### src/core/pmicis_consts.svh
// register offsets, field positions and reset values of the interrupt/status block
`ifndef PMICIS_CONSTS_SVH
`define PMICIS_CONSTS_SVH
`define PMICIS_ADDR_W 8
`define PMICIS_OFS_IRQ_ENABLE 8'h0A
`define PMICIS_OFS_CONFIG_LOAD 8'h0B
`define PMICIS_OFS_IRQ_FLAGS 8'h0C
`define PMICIS_OFS_STATUS 8'h0D
`define PMICIS_IRQ_ENABLE_RST 6'h01
`define PMICIS_FLAGS_RST 6'h00
`define PMICIS_RDATA_RST 8'h00
`define PMICIS_UNMAPPED_DATA 8'h00
`define PMICIS_BIT_READY 0
`define PMICIS_BIT_OVDIS 1
`define PMICIS_BIT_OVCH 2
`define PMICIS_BIT_SRC_LOW 3
`define PMICIS_BIT_TEMP 4
`define PMICIS_BIT_POWER 5
`define PMICIS_BIT_CHARGE 5
`define PMICIS_CTRL_LOAD_BIT 0
`define PMICIS_CTRL_BUSY_BIT 2
`define PMICIS_STATUS_CHARGE_BIT 6
`endif

### src/core/pmicis_pkg.sv
// types shared by the interrupt/status block
package pmicis_pkg;
	typedef enum logic [1:0] {
		PMICIS_IDLE = 2'b00,
		PMICIS_START = 2'b01,
		PMICIS_WAIT = 2'b11
	} pmicis_copy_state_t;

	typedef struct packed {
		logic [5:0] irq_enable;
		logic cfg_load;
		pmicis_copy_state_t copy_state;
		logic copy_start;
		logic [5:0] flags;
		logic [5:0] sync1;
		logic [5:0] sync2;
		logic [5:0] lvl_prev;
		logic [7:0] rdata;
		logic irq;
	} pmicis_regs_t;
endpackage

### src/core/pmicis_ctrl.sv
// interrupt enable, config-load control, interrupt flags and status registers
`timescale 1ns/1ps
`default_nettype none
`include "pmicis_consts.svh"
module pmicis_ctrl (
	input wire logic mclk_in, // 100 MHz clock
	input wire logic rst_n_in, // synchronous reset, active low
	input wire logic [7:0] reg_addr_in, // register offset from serial engine
	input wire logic reg_wr_in, // write strobe, one cycle
	input wire logic [7:0] reg_wdata_in, // write data
	input wire logic reg_rd_in, // read strobe, one cycle
	output logic [7:0] reg_rdata_out, // read data, valid cycle after strobe
	input wire logic cold_start_done_in, // async: cold start over, link usable
	input wire logic batt_below_ovdis_in, // async comparator
	input wire logic batt_above_ovch_in, // async comparator
	input wire logic source_low_in, // async: source not above sleep level
	input wire logic temp_outside_in, // async: temperature outside window
	input wire logic charge_enabled_in, // async: storage charging enabled
	input wire logic power_result_ready_in, // same-clock pulse from power meter
	input wire logic copy_done_in, // same-clock pulse: shadow copy finished
	output logic copy_start_out, // one-cycle pulse: start shadow copy
	output logic cfg_from_serial_out, // 1: serial config active, 0: pins
	output logic copy_in_progress_out, // copy busy level
	output logic irq_out // interrupt request pin, active high
);
	import pmicis_pkg::*;

	pmicis_regs_t r_reg;
	pmicis_regs_t r_next;
	logic [5:0] levels;
	logic [5:0] events;
	logic [7:0] status_val;
	logic [7:0] ctrl_val;
	logic busy;

	assign levels = {charge_enabled_in, temp_outside_in, source_low_in, batt_above_ovch_in,
		batt_below_ovdis_in, cold_start_done_in};
	assign busy = (r_reg.copy_state != PMICIS_IDLE);

	always_comb begin
		status_val = `PMICIS_RDATA_RST;
		status_val[`PMICIS_STATUS_CHARGE_BIT] = r_reg.sync2[`PMICIS_BIT_CHARGE];
		status_val[`PMICIS_BIT_TEMP] = r_reg.sync2[`PMICIS_BIT_TEMP];
		status_val[`PMICIS_BIT_SRC_LOW] = r_reg.sync2[`PMICIS_BIT_SRC_LOW];
		status_val[`PMICIS_BIT_OVCH] = r_reg.sync2[`PMICIS_BIT_OVCH];
		status_val[`PMICIS_BIT_OVDIS] = r_reg.sync2[`PMICIS_BIT_OVDIS];
		ctrl_val = `PMICIS_RDATA_RST;
		ctrl_val[`PMICIS_CTRL_LOAD_BIT] = r_reg.cfg_load;
		ctrl_val[`PMICIS_CTRL_BUSY_BIT] = busy;
	end

	always_comb begin
		r_next = r_reg;
		events = 6'h00;
		// comparators are analog, so both edges count as a crossing
		for (int i = `PMICIS_BIT_OVDIS; i <= `PMICIS_BIT_TEMP; i++) begin
			events[i] = r_reg.sync2[i] ^ r_reg.lvl_prev[i];
		end
		events[`PMICIS_BIT_READY] = r_reg.sync2[`PMICIS_BIT_READY] & ~r_reg.lvl_prev[`PMICIS_BIT_READY];
		events[`PMICIS_BIT_POWER] = power_result_ready_in;
		r_next.sync1 = levels;
		r_next.sync2 = r_reg.sync1;
		r_next.lvl_prev = r_reg.sync2;
		r_next.copy_start = 1'b0;
		r_next.rdata = r_reg.rdata;
		// set wins over clear-on-read so an event in the read cycle survives
		if (reg_rd_in && reg_addr_in == `PMICIS_OFS_IRQ_FLAGS) begin
			r_next.flags = 6'h00;
		end
		r_next.flags = r_next.flags | (events & r_reg.irq_enable);
		if (reg_wr_in) begin
			case (reg_addr_in)
				`PMICIS_OFS_IRQ_ENABLE: begin
					r_next.irq_enable = reg_wdata_in[5:0];
				end
				`PMICIS_OFS_CONFIG_LOAD: begin
					// a copy already under way is not restarted or switched
					if (!busy) begin
						r_next.cfg_load = reg_wdata_in[`PMICIS_CTRL_LOAD_BIT];
					end
				end
				default: begin
				end
			endcase
		end
		case (r_reg.copy_state)
			PMICIS_IDLE: begin
				if (reg_wr_in && reg_addr_in == `PMICIS_OFS_CONFIG_LOAD &&
					reg_wdata_in[`PMICIS_CTRL_LOAD_BIT]) begin
					r_next.copy_state = PMICIS_START;
					r_next.copy_start = 1'b1;
				end
			end
			PMICIS_START: begin
				r_next.copy_state = PMICIS_WAIT;
			end
			PMICIS_WAIT: begin
				if (copy_done_in) begin
					r_next.copy_state = PMICIS_IDLE;
				end
			end
			default: begin
				r_next.copy_state = PMICIS_IDLE;
			end
		endcase
		if (reg_rd_in) begin
			case (reg_addr_in)
				`PMICIS_OFS_IRQ_ENABLE: r_next.rdata = {2'b00, r_reg.irq_enable};
				`PMICIS_OFS_CONFIG_LOAD: r_next.rdata = ctrl_val;
				`PMICIS_OFS_IRQ_FLAGS: r_next.rdata = {2'b00, r_reg.flags};
				`PMICIS_OFS_STATUS: r_next.rdata = status_val;
				default: r_next.rdata = `PMICIS_UNMAPPED_DATA;
			endcase
		end
		r_next.irq = |(r_next.flags & r_next.irq_enable);
	end

	always_ff @(posedge mclk_in) begin
		if (!rst_n_in) begin
			r_reg <= '0;
			r_reg.irq_enable <= `PMICIS_IRQ_ENABLE_RST;
			r_reg.flags <= `PMICIS_FLAGS_RST;
			r_reg.copy_state <= PMICIS_IDLE;
		end else begin
			r_reg <= r_next;
		end
	end

	assign reg_rdata_out = r_reg.rdata;
	assign copy_start_out = r_reg.copy_start;
	assign cfg_from_serial_out = r_reg.cfg_load;
	assign copy_in_progress_out = busy;
	assign irq_out = r_reg.irq;

	property p_ovdis_flag;
		@(posedge mclk_in) disable iff (!rst_n_in)
		(r_reg.irq_enable[1] && (r_reg.sync2[1] != r_reg.lvl_prev[1]) && !(reg_wr_in && reg_addr_in == 8'h0A)) |=>
			r_reg.flags[1] && irq_out;
	endproperty
	a_ovdis_flag: assert property (p_ovdis_flag) else $error("over-discharge crossing lost");

	property p_ovdis_masked;
		@(posedge mclk_in) disable iff (!rst_n_in)
		(!r_reg.irq_enable[1] && !r_reg.flags[1]) |=> !r_reg.flags[1];
	endproperty
	a_ovdis_masked: assert property (p_ovdis_masked) else $error("masked over-discharge flag set");

	property p_ready_default;
		@(posedge mclk_in) disable iff (!rst_n_in)
		!$past(rst_n_in) |-> r_reg.irq_enable == 6'h01 && r_reg.flags == 6'h00 && !irq_out;
	endproperty
	a_ready_default: assert property (p_ready_default) else $error("bad enable reset value");

	property p_ready_flag;
		@(posedge mclk_in) disable iff (!rst_n_in)
		(r_reg.irq_enable[0] && r_reg.sync2[0] && !r_reg.lvl_prev[0]) |=> r_reg.flags[0];
	endproperty
	a_ready_flag: assert property (p_ready_flag) else $error("ready flag missing");

	property p_load_select;
		@(posedge mclk_in) disable iff (!rst_n_in)
		(reg_wr_in && reg_addr_in == 8'h0B && !busy) |=> cfg_from_serial_out == $past(reg_wdata_in[0]);
	endproperty
	a_load_select: assert property (p_load_select) else $error("config select not taken");

	property p_busy_start;
		@(posedge mclk_in) disable iff (!rst_n_in)
		(reg_wr_in && reg_addr_in == 8'h0B && reg_wdata_in[0] && !busy) |=>
			copy_start_out && copy_in_progress_out ##1 !copy_start_out && copy_in_progress_out;
	endproperty
	a_busy_start: assert property (p_busy_start) else $error("busy not raised for copy");

	property p_busy_end;
		@(posedge mclk_in) disable iff (!rst_n_in)
		(r_reg.copy_state == PMICIS_WAIT && copy_done_in) |=> !copy_in_progress_out;
	endproperty
	a_busy_end: assert property (p_busy_end) else $error("busy not cleared after copy");

	property p_power_flag;
		@(posedge mclk_in) disable iff (!rst_n_in)
		(power_result_ready_in && r_reg.irq_enable[5]) |=> r_reg.flags[5];
	endproperty
	a_power_flag: assert property (p_power_flag) else $error("power result flag missing");

	property p_flag_read;
		@(posedge mclk_in) disable iff (!rst_n_in)
		(reg_rd_in && reg_addr_in == 8'h0C) |=> reg_rdata_out == {2'b00, $past(r_reg.flags)} &&
			r_reg.flags == ($past(events) & $past(r_reg.irq_enable));
	endproperty
	a_flag_read: assert property (p_flag_read) else $error("flag read or clear wrong");

	property p_status_read;
		@(posedge mclk_in) disable iff (!rst_n_in)
		(reg_rd_in && reg_addr_in == 8'h0D) |=> reg_rdata_out[6] == $past(r_reg.sync2[5]) &&
			reg_rdata_out[4:1] == $past(r_reg.sync2[4:1]) && reg_rdata_out[0] == 1'b0;
	endproperty
	a_status_read: assert property (p_status_read) else $error("status read wrong");

	property p_irq_level;
		@(posedge mclk_in) disable iff (!rst_n_in)
		irq_out == |(r_reg.flags & r_reg.irq_enable);
	endproperty
	a_irq_level: assert property (p_irq_level) else $error("request pin disagrees with flags");

	property p_temp_flag;
		@(posedge mclk_in) disable iff (!rst_n_in)
		($changed(r_reg.sync2[4]) && r_reg.irq_enable[4]) |=> r_reg.flags[4];
	endproperty
	a_temp_flag: assert property (p_temp_flag) else $error("temperature flag missing");

	property p_ovch_flag;
		@(posedge mclk_in) disable iff (!rst_n_in)
		(r_reg.irq_enable[2] && (r_reg.sync2[2] != r_reg.lvl_prev[2])) |=> r_reg.flags[2];
	endproperty
	a_ovch_flag: assert property (p_ovch_flag) else $error("overcharge flag missing");

	property p_srclow_flag;
		@(posedge mclk_in) disable iff (!rst_n_in)
		(r_reg.irq_enable[3] && (r_reg.sync2[3] != r_reg.lvl_prev[3])) |=> r_reg.flags[3];
	endproperty
	a_srclow_flag: assert property (p_srclow_flag) else $error("source low flag missing");

	property p_power_masked;
		@(posedge mclk_in) disable iff (!rst_n_in)
		(!r_reg.irq_enable[5] && !r_reg.flags[5]) |=> !r_reg.flags[5];
	endproperty
	a_power_masked: assert property (p_power_masked) else $error("masked power flag set");

	// only the ready rising edge counts, a drop of the link must not flag
	property p_ready_no_fall;
		@(posedge mclk_in) disable iff (!rst_n_in)
		(!r_reg.flags[0] && !(r_reg.sync2[0] && !r_reg.lvl_prev[0])) |=> !r_reg.flags[0];
	endproperty
	a_ready_no_fall: assert property (p_ready_no_fall) else $error("ready flag without rising edge");

	// flags only clear through a read of the flag register
	property p_flag_hold;
		@(posedge mclk_in) disable iff (!rst_n_in)
		!(reg_rd_in && reg_addr_in == 8'h0C) |=> (r_reg.flags & $past(r_reg.flags)) == $past(r_reg.flags);
	endproperty
	a_flag_hold: assert property (p_flag_hold) else $error("flag lost without read");

	property p_enable_write;
		@(posedge mclk_in) disable iff (!rst_n_in)
		(reg_wr_in && reg_addr_in == 8'h0A) |=> r_reg.irq_enable == $past(reg_wdata_in[5:0]);
	endproperty
	a_enable_write: assert property (p_enable_write) else $error("enable write not taken");

	property p_enable_read;
		@(posedge mclk_in) disable iff (!rst_n_in)
		(reg_rd_in && reg_addr_in == 8'h0A) |=> reg_rdata_out == {2'b00, $past(r_reg.irq_enable)};
	endproperty
	a_enable_read: assert property (p_enable_read) else $error("enable read wrong");

	property p_ctrl_read;
		@(posedge mclk_in) disable iff (!rst_n_in)
		(reg_rd_in && reg_addr_in == 8'h0B) |=> reg_rdata_out == {5'h00, $past(busy), 1'b0, $past(r_reg.cfg_load)};
	endproperty
	a_ctrl_read: assert property (p_ctrl_read) else $error("control read wrong");

	property p_busy_hold;
		@(posedge mclk_in) disable iff (!rst_n_in)
		(r_reg.copy_state == PMICIS_WAIT && !copy_done_in) |=> copy_in_progress_out;
	endproperty
	a_busy_hold: assert property (p_busy_hold) else $error("busy dropped before copy done");

	property p_load_ignored;
		@(posedge mclk_in) disable iff (!rst_n_in)
		(reg_wr_in && reg_addr_in == 8'h0B && busy) |=> $stable(cfg_from_serial_out);
	endproperty
	a_load_ignored: assert property (p_load_ignored) else $error("config select changed while busy");

	property p_start_pulse;
		@(posedge mclk_in) disable iff (!rst_n_in)
		copy_start_out |=> !copy_start_out;
	endproperty
	a_start_pulse: assert property (p_start_pulse) else $error("copy start longer than one cycle");

	property p_unmapped_read;
		@(posedge mclk_in) disable iff (!rst_n_in)
		(reg_rd_in && (reg_addr_in < 8'h0A || reg_addr_in > 8'h0D)) |=> reg_rdata_out == 8'h00;
	endproperty
	a_unmapped_read: assert property (p_unmapped_read) else $error("unmapped read not zero");
endmodule
`default_nettype wire

### config.mk
export PLATFORM = sky130hd
export DESIGN_NAME = pmicis_ctrl
export DESIGN_NICKNAME = d
export VERILOG_FILES = /design/src/core/pmicis_pkg.sv /design/src/core/pmicis_ctrl.sv
export VERILOG_INCLUDE_DIRS = /design/src /design/src/core
export SDC_FILE = /design/constraint.sdc
export NUM_CORES = 1
export LEC_CHECK = 0
export ABC_AREA = 0
export BUFFER_PORTS_ARGS = -buffer_cell sky130_fd_sc_hd__buf_2
export CORE_MARGIN = 1
export CORE_UTILIZATION = 29
export DETAILED_ROUTE_END_ITERATION = 16
export PLACE_DENSITY = 0.59
export SLEW_MARGIN = 5
export SYNTH_ARGS = -nofsm -noshare
export SYNTH_HDL_FRONTEND = slang
export SYNTH_SLANG_ARGS = --single-unit
### constraint.sdc
create_clock -name mclk_in -period 1.84 [get_ports mclk_in]
set_input_delay 0.276 -clock mclk_in [delete_from_list [all_inputs] [get_ports mclk_in]]
set_output_delay 0.276 -clock mclk_in [all_outputs]
set_load 0.1 [all_outputs]
== After elaboration in Yosys (flattened, before gate mapping) ==
Index checks and enable logic that the tools add are counted.

* Input bits: 28
* Output and inout port bits: 12
* Word-level logic and storage cells: 46
* Bits in registers: 42

* Equality and inequality tests: 8
* Reduce and logical (&&, ||, !) cells: 9
* Muxes and demuxes: 9
* Bitwise logic cells: 10

{| class="wikitable"
|+ Operators with widths
! cell !! number
|-
| 8-bit by 4-bit == test with 1-bit output (second input constant) || 4
|-
| 7-bit case mux with 4 select lines || 1
|-
| 6-bit bitwise AND || 2
|-
| 6-bit 2-to-1 mux || 2
|-
| 7-bit 2-to-1 mux || 1
|-
| 6-bit bitwise OR || 1
|-
| 2-bit case mux with 3 select lines || 1
|-
| 6-bit OR reduction || 1
|-
| 2-bit != test (second input constant) || 2
|-
| 2-bit AND reduction || 2
|-
| 1-bit XOR || 4
|-
| 1-bit logical AND || 3
|-
| 3-bit 2-to-1 mux || 1
|-
| 3-bit AND reduction || 1
|-
| 2-bit by 1-bit == test with 1-bit output (second input constant) || 1
|-
| 2-bit == test (second input constant) || 1
|-
| 2-bit logical NOT || 1
|-
| 1-bit 2-to-1 mux || 2
|-
| 2-bit 2-to-1 mux || 1
|-
| 1-bit NOT || 2
|-
| 2-bit nonzero test || 1
|-
| 1-bit bitwise AND || 1
|}

== Logic depth before layout (Yosys ltp) ==
Gate-level depths: netlist of run 1.

* Depth in word-level cells: 6
* Depth in mapped cells: 6
* Depth with buffers taken out: 5

== Least setup slack after synthesis of run 1 ==
No wires, ideal clock.

* Path type: in2reg
* Start: in reg_addr_in[0]
* End: reg r_reg (netlist bit irq_out)
* Setup slack: 0.279 ns
* Buffers on the path: 1
* Arrival: 1.441 ns
* Cell stages on the path: 6
* Required time: 1.720 ns
* Setup time: 0.120 ns
* Cell sequence: buf_6 nor4b_4 nand3_4 mux2i_1 o22ai_1 o31a_1

* Word-level cells in the longest chain between the ends: 6
* Elaborated cells between the ends (all ways): 9
* Those cells by class: 2 x eq/ne; 3 x mux; 2 x bitwise; 2 x reduce/logical

{| class="wikitable"
|+ RTL lines
! item !! RTL line !! RTL
|-
| from (decl) || pmicis_ctrl.sv:8 || <nowiki>input wire logic [7:0] reg_addr_in,</nowiki>
|-
| 8-bit by 4-bit == test with 1-bit output || -- ||
|-
| 1-bit logical AND (no line) || -- ||
|-
| 6-bit 2-to-1 mux || pmicis_ctrl.sv:67 || <nowiki>if (reg_rd_in && reg_addr_in == `PMICIS_OFS_IRQ_FLAGS) begin</nowiki>
|-
| 6-bit bitwise OR || pmicis_ctrl.sv:70 || <nowiki>r_next.flags = r_next.flags | (events & r_reg.irq_enable);</nowiki>
|-
| 6-bit bitwise AND * || pmicis_ctrl.sv:115 || <nowiki>r_next.irq = |(r_next.flags & r_next.irq_enable);</nowiki>
|-
| 6-bit OR reduction * || pmicis_ctrl.sv:115 ||
|-
| to (signal assigned) || pmicis_ctrl.sv:125 || <nowiki>r_reg <= r_next;</nowiki>
|-
| to (decl) || pmicis_ctrl.sv:28 || <nowiki>pmicis_regs_t r_reg;</nowiki>
|}

Every way passes the cells marked *; elsewhere a longest branch is shown, timed or not.
A chain may end at the register's enable or synchronous reset.

== Worst setup path in the final report of run 1 ==
* Start: in reg_addr_in[4]
* End: reg r_reg (netlist bit irq_out)

Same word-level chain as after synthesis.

==> results of run 1 <==
metal layers:
metal / GRT usage (%) / share of wire [%] / vias to the layer above
met1: 15.0 / 49 / 560
met4: 6.48 / 2.4 / 0
met2: 18.6 / 43 / 32
met3: 3.60 / 5.2 / 7
li1: - / - / 623
met5: 0 / 0 / -
critical path: stages:
cell and delay (ps):
buf_2 110, nor4b_4 440, nand3_2 240, a22oi_1 300, o22ai_1 130, o31a_1 300
layout by cell type, fill, tap and decap left out, types with 2 or more instances in the layout:
cell      instances
nor4b_4           2
and2b_1           5
a21oi_1           5
nand2_1           5
and2b_2           2
dfxtp_1          41
a22oi_1          10
inv_1             5
o22ai_1           6
nand3_1           2
and2_2            2
buf_2            36
xor2_1            4
o21a_1            4
nor2b_1          12
and2_1           20
clkbuf_8          5
buf_4             3
nor2_1            5
mux2i_1           7
nand4_1           3
synth_stat cells:
| cell type | n |
|---|---|
| a21oi_1 | 5 |
| buf_6 | 1 |
| mux2_2 | 1 |
| nor4b_4 | 2 |
| a22oi_1 | 10 |
| mux2i_1 | 7 |
| o211ai_1 | 1 |
| o21a_1 | 4 |
| nand3_1 | 2 |
| xor2_1 | 4 |
| a222oi_1 | 1 |
| dfxtp_1 | 41 |
| buf_4 | 9 |
| and2b_2 | 2 |
| conb_1 | 1 |
| nor4b_2 | 1 |
| a31o_2 | 1 |
| nand4_1 | 3 |
| nand2_1 | 5 |
| and2b_1 | 5 |
| o31a_1 | 1 |
| nor2_1 | 5 |
| nand3_2 | 1 |
| and2_2 | 2 |
| and4b_2 | 1 |
| o22ai_1 | 6 |
| a32oi_1 | 1 |
| nand3_4 | 1 |
| clkbuf_1 | 4 |
| and2_1 | 20 |
| nor2b_1 | 12 |
| inv_1 | 5 |
cell type report:
type | count | area (sq um) | share of cell area (%)
multi-input combinational | 105 | 769 | 38.2
sequential | 41 | 821 | 40.7
tap | 72 | 90.1 | 4.47
inverter | 5 | 18.8 | 0.932
clock buffer | 5 | 68.8 | 3.42
timing repair buffer | 39 | 203 | 10.1
clock inverter | 3 | 43.8 | 2.17
power groups by stage:
stage,logic [W],registers [W],clock network (W)
6_report,0.000115,0.000912,0.000729
3_3_place_gp,0.000115,0.000932,0
5_1_grt,0.000127,0.000913,0.000798
3_5_place_dp,0.000117,0.000932,0
2_1_floorplan,0.0000628,0.000939,0
4_1_cts,0.000117,0.000912,0.000752
kinds of logic (layout without fill, tap and decap cells):
family	Yosys count	in the layout	synth area share (%)
mux	8	8	4.78
simple gates	62	62	25.7
xor+xnor	4	4	2.06
compound gates	30	30	12.4
buf+inv	19	52	6.61
flops	41	41	48.2
other cells	1	1	0.220
worst max path at each step:
stage	to	slack, ps	depth (start not counted)
global placement	irq_out$_SDFF_PN0_	-10	6
finish	irq_out$_SDFF_PN0_	220	6
floorplan	irq_out$_SDFF_PN0_	280	6
CTS	irq_out$_SDFF_PN0_	220	6
global route	irq_out$_SDFF_PN0_	120	6
detailed placement	irq_out$_SDFF_PN0_	-70	6
metrics by stage:
step	setup TNS, ps	hold slack (ps)
after floorplan	0	382
after global placement	-12.8	415
after detailed placement	-73.4	419
after CTS	0	156
after global routing	0	167
final	0	166
==> qor.yml, run 1 <==
postSynthAreaPerCell_sq_um: 10.3
largest_register_ffs: 19
grt_max_degree: 24
crit_type: "primary input to flip-flop"
synth_top_area_share_pct: 48.2
viasPerCell: 4.53
p_leak_nw: 0.884
cts_buffer_depth: 2
powerDensity_mw_per_mm2: 871
min_from: "copy_done_in"
clkSinkCount: 41
ir_drop_v: 0.000437
r2r_slack_ps: 570
drive_gt1_share_pct: 29.8
fp.dieW_microns: 78.6
internal-power_w: 0.00136
syn_area_sq_mm: 0.00170
cts_tree: "done"
antenna_found_initial: 0
period_share_pct: 88.0
cp-end-kind: "flip-flop"
slew_violations: 0
synth-seq-cells: 41
r2r_start: "r_next[10]$_SDFF_PN0_"
dieArea_sq_mm: 0.00618
root_buffer: "clkbuf_8"
clk_latency_ps: 290
whs_path_depth: 2
yosysSeqAreaShare_pct: 48.2
crit_arrival_ps: 1800
status: "finished clean"
grt_pass1_vias: 1209
syn-num-nets: 193
ant_nets: 0
netlist_top_cells_area: "dfxtp_1, and2_1, a22oi_1"
area_delta_synth_final_pct: 18.3
seqPwrFrac_pct: 51.9
period_needed_ps: 1620
clock-skew-final_ps: 6.84
ys_warn_count: 0
synth.largest_area_cell: "dfxtp_1"
clk_pin_slew_ps: 80
io_pins: 40
hold_violations: 0
post-place-cells: 262
worstReg2RegEnd: "irq_out$_SDFF_PN0_"
post-cts-setup-buffer-count: 0
drt_iter0_markers: 30
antenna_cells: 0
grt_pass1_wl_microns: 5610
rows: 27
fmax_mhz: 618
finalSetupViolCount: 0
worstPathRequired_ps: 2020
fin_cells: 270
io_buffers: 36
holdPathEnd: "r_reg[35]$_SDFFE_PN0P_"
vias: 1222
grt_remaining_overflow: 0
rsz0062_at_grt: "no"
synth.distinct_cells: 32
die_y_microns: 78.6
final_area_sq_mm: 0.00201
layout.nets: 225
numCtsBuffers: 5
cp_max_fo: 6
first_pass_iters: 4
coreArea_sq_mm: 0.00557
start_util_pct: 30.5
power_w: 0.00176
combPwrFrac_pct: 6.6
postSynthCellCount: 165
cts_resized: 0
startpoint: "reg_addr_in[4]"
hold_class: "primary input to flip-flop"
clkPwrFrac_pct: 41.5
placed_cell_area_sq_mm: 0.00190
dpl.hpwl_microns: 2420
drt_wl_total_microns: 3320
htree_levels: 2
place_ws_ps: -73.4
switching_power_w: 0.000397
hold_buffers: 0
post_drt_wl_per_cell_microns: 12.3
sw_frac_of_total_pct: 22.6
finalWorstSetupSlack_ps: 221
fill_cells: 586
track_usage_pct: 12.1
rr_worst_depth: 4
critPathLaunchType: "primary input"
place_congestion: 0.749
drc_errors: 0
utilization_pct: 36.1
cap_violations: 0
(Power assumes the default switching activity.)
==> inputs of run 2 (changes only) <==
clock period = 1.9 ns   (was 1.84 ns; I/O delays follow)
==> run 2 against run 1 <==
  * Routed wire length decreased by 1.4%
  * Register-to-register slack gained 80 ps
  * Non-clock buffer count unchanged
  * Worst hold slack gained 22 ps
  * Cell area unchanged
  * Clock-buffer cell count unchanged
  * Die area stayed put
  * Core utilization did not move
  * Combinational power shrank 3%
==> qor.yml, run 2 (synthesized netlist as in run 1, its figures left out) <==
status: "finished clean"  # unchanged
routed.top_layer: "met4"  # unchanged
grt_pass1_vias: 1163  # was 1209
coreArea_sq_mm: 0.00557  # unchanged
min_from: "copy_done_in"  # unchanged
start_util_pct: 30.5  # unchanged
cap_violations: 0  # unchanged
post_drt_wl_per_cell_microns: 12.1  # was 12.3 microns
finalSetupViolCount: 0  # unchanged
hold_buffers: 0  # unchanged
crit_arrival_ps: 1720  # was 1800 ps
ant_nets: 0  # unchanged
rr_worst_depth: 4  # unchanged
cp_max_fo: 6  # unchanged
utilization_pct: 36.1  # unchanged
dieArea_sq_mm: 0.00618  # unchanged
largest_register_ffs: 19  # unchanged
clk_latency_ps: 290  # about the same
drive_gt1_share_pct: 29.8  # unchanged
final_common_cell: "dfxtp_1"  # unchanged
final_cell_mix: "dfxtp_1, buf_2, and2_1"  # unchanged
worstPathRequired_ps: 2080  # was 2020 ps
placed_cell_area_sq_mm: 0.00190  # unchanged
powerDensity_mw_per_mm2: 839  # was 871 mW/mm^2
post-place-cells: 262  # unchanged
htree_levels: 2  # unchanged
holdPathEnd: "r_reg[35]$_SDFFE_PN0P_"  # unchanged
die_y_microns: 78.6  # unchanged
layout.nets: 225  # unchanged
antenna_cells: 0  # unchanged
root_buffer: "clkbuf_8"  # unchanged
wl_met1_microns: 1610  # was 1640 microns
grt_remaining_overflow: 0  # unchanged
whs_path_depth: 2  # unchanged
place_congestion: 0.738  # was 0.749
cp-end-kind: "flip-flop"  # unchanged
io_buffers: 36  # unchanged
first_pass_iters: 4  # unchanged
critPathLaunchType: "primary input"  # unchanged
dpl.hpwl_microns: 2360  # was 2420 microns
wl_met3_microns: 186  # was 173 microns
vias: 1237  # was 1222
worstReg2RegEnd: "irq_out$_SDFF_PN0_"  # unchanged
hold_class: "primary input to flip-flop"  # unchanged
rows: 27  # unchanged
io_pins: 40  # unchanged
cts_tree: "done"  # unchanged
grt_pass1_wl_microns: 5520  # was 5610 microns
cts_resized: 0  # unchanged
period_needed_ps: 1540
grt_max_degree: 39  # was 24
track_usage_pct: 11.8  # was 12.1%
clk_pin_slew_ps: 80  # about the same
slew_violations: 0  # unchanged
r2r_slack_ps: 650  # was 570 ps
r2r_start: "r_next[13]$_SDFF_PN0_"  # was r_next[10]$_SDFF_PN0_
p_leak_nw: 0.885  # was 0.884 nW
fmax_mhz: 649
crit_type: "primary input to flip-flop"  # unchanged
drt_wl_total_microns: 3270  # was 3320 microns
met2_length_microns: 1420  # about the same
rsz0062_at_grt: "no"  # unchanged
cts_buffer_depth: 2  # unchanged
clkSinkCount: 41  # unchanged
fp.dieW_microns: 78.6  # unchanged
hold_violations: 0  # unchanged
ir_drop_v: 0.000551  # was 0.000437 V
antenna_found_initial: 0  # unchanged
fin_cells: 270  # unchanged
area_delta_synth_final_pct: 18.3  # unchanged
clock-skew-final_ps: 6.87  # was 6.84 ps
post-cts-setup-buffer-count: 0  # unchanged
numCtsBuffers: 5  # unchanged
viasPerCell: 4.58  # was 4.53
fill_cells: 598  # was 586
fin_setup_tns_ps: 0  # unchanged
drt_iter0_markers: 62  # was 30
final_area_sq_mm: 0.00201  # unchanged
drc_errors: 0  # unchanged
startpoint: "reg_addr_in[4]"  # unchanged
period_share_pct: 81.1
## run 2: layout make-up
| cell class | count | area [sq um] | share of cell area, % |
|---|---|---|---|
| clock buffer | 5 | 68.8 | 3.42 |
| clock inverter | 3 | 43.8 | 2.17 |
| inverter | 5 | 18.8 | 0.932 |
| multi-input combinational | 105 | 769 | 38.2 |
| sequential | 41 | 821 | 40.7 |
| tap | 72 | 90.1 | 4.47 |
| timing repair buffer | 39 | 203 | 10.1 |
## run 2: critical path, stage by stage
cell and delay [ps]:
buf_2 110, nor4b_4 260, buf_4 180, nand3_2 170
a22oi_1 310, o22ai_1 140, o31a_1 260
## run 2: worst max-delay path by stage
stage	endpoint	slack, ps	cells after the start
after CTS	irq_out$_SDFF_PN0_	380	7
after global routing	irq_out$_SDFF_PN0_	310	7
after floorplan	irq_out$_SDFF_PN0_	330	6
after detailed placement	irq_out$_SDFF_PN0_	80	7
final	irq_out$_SDFF_PN0_	360	7
after global placement	irq_out$_SDFF_PN0_	100	7
## run 2: where the power goes
part / switching (W) / internal (W)
sequential: 0.00000708 / 0.000876
combinational: 0.0000655 / 0.0000459
clock: 0.000302 / 0.000393
## run 2: stage by stage
stage	power [W]	setup slack, ps	hold slack, ps
detailed placement	0.00101	76.1	417
global route	0.00177	314	177
CTS	0.00171	383	182
global placement	0.00101	102	415
floorplan	0.000970	330	391
finish	0.00169	360	188
## run 2: routing by layer
metal	track usage, %	vias to the layer above
li1	-	625
met2	17.6	31
met4	5.00	0
met1	15.2	575
met3	4.07	6
met5	0	-
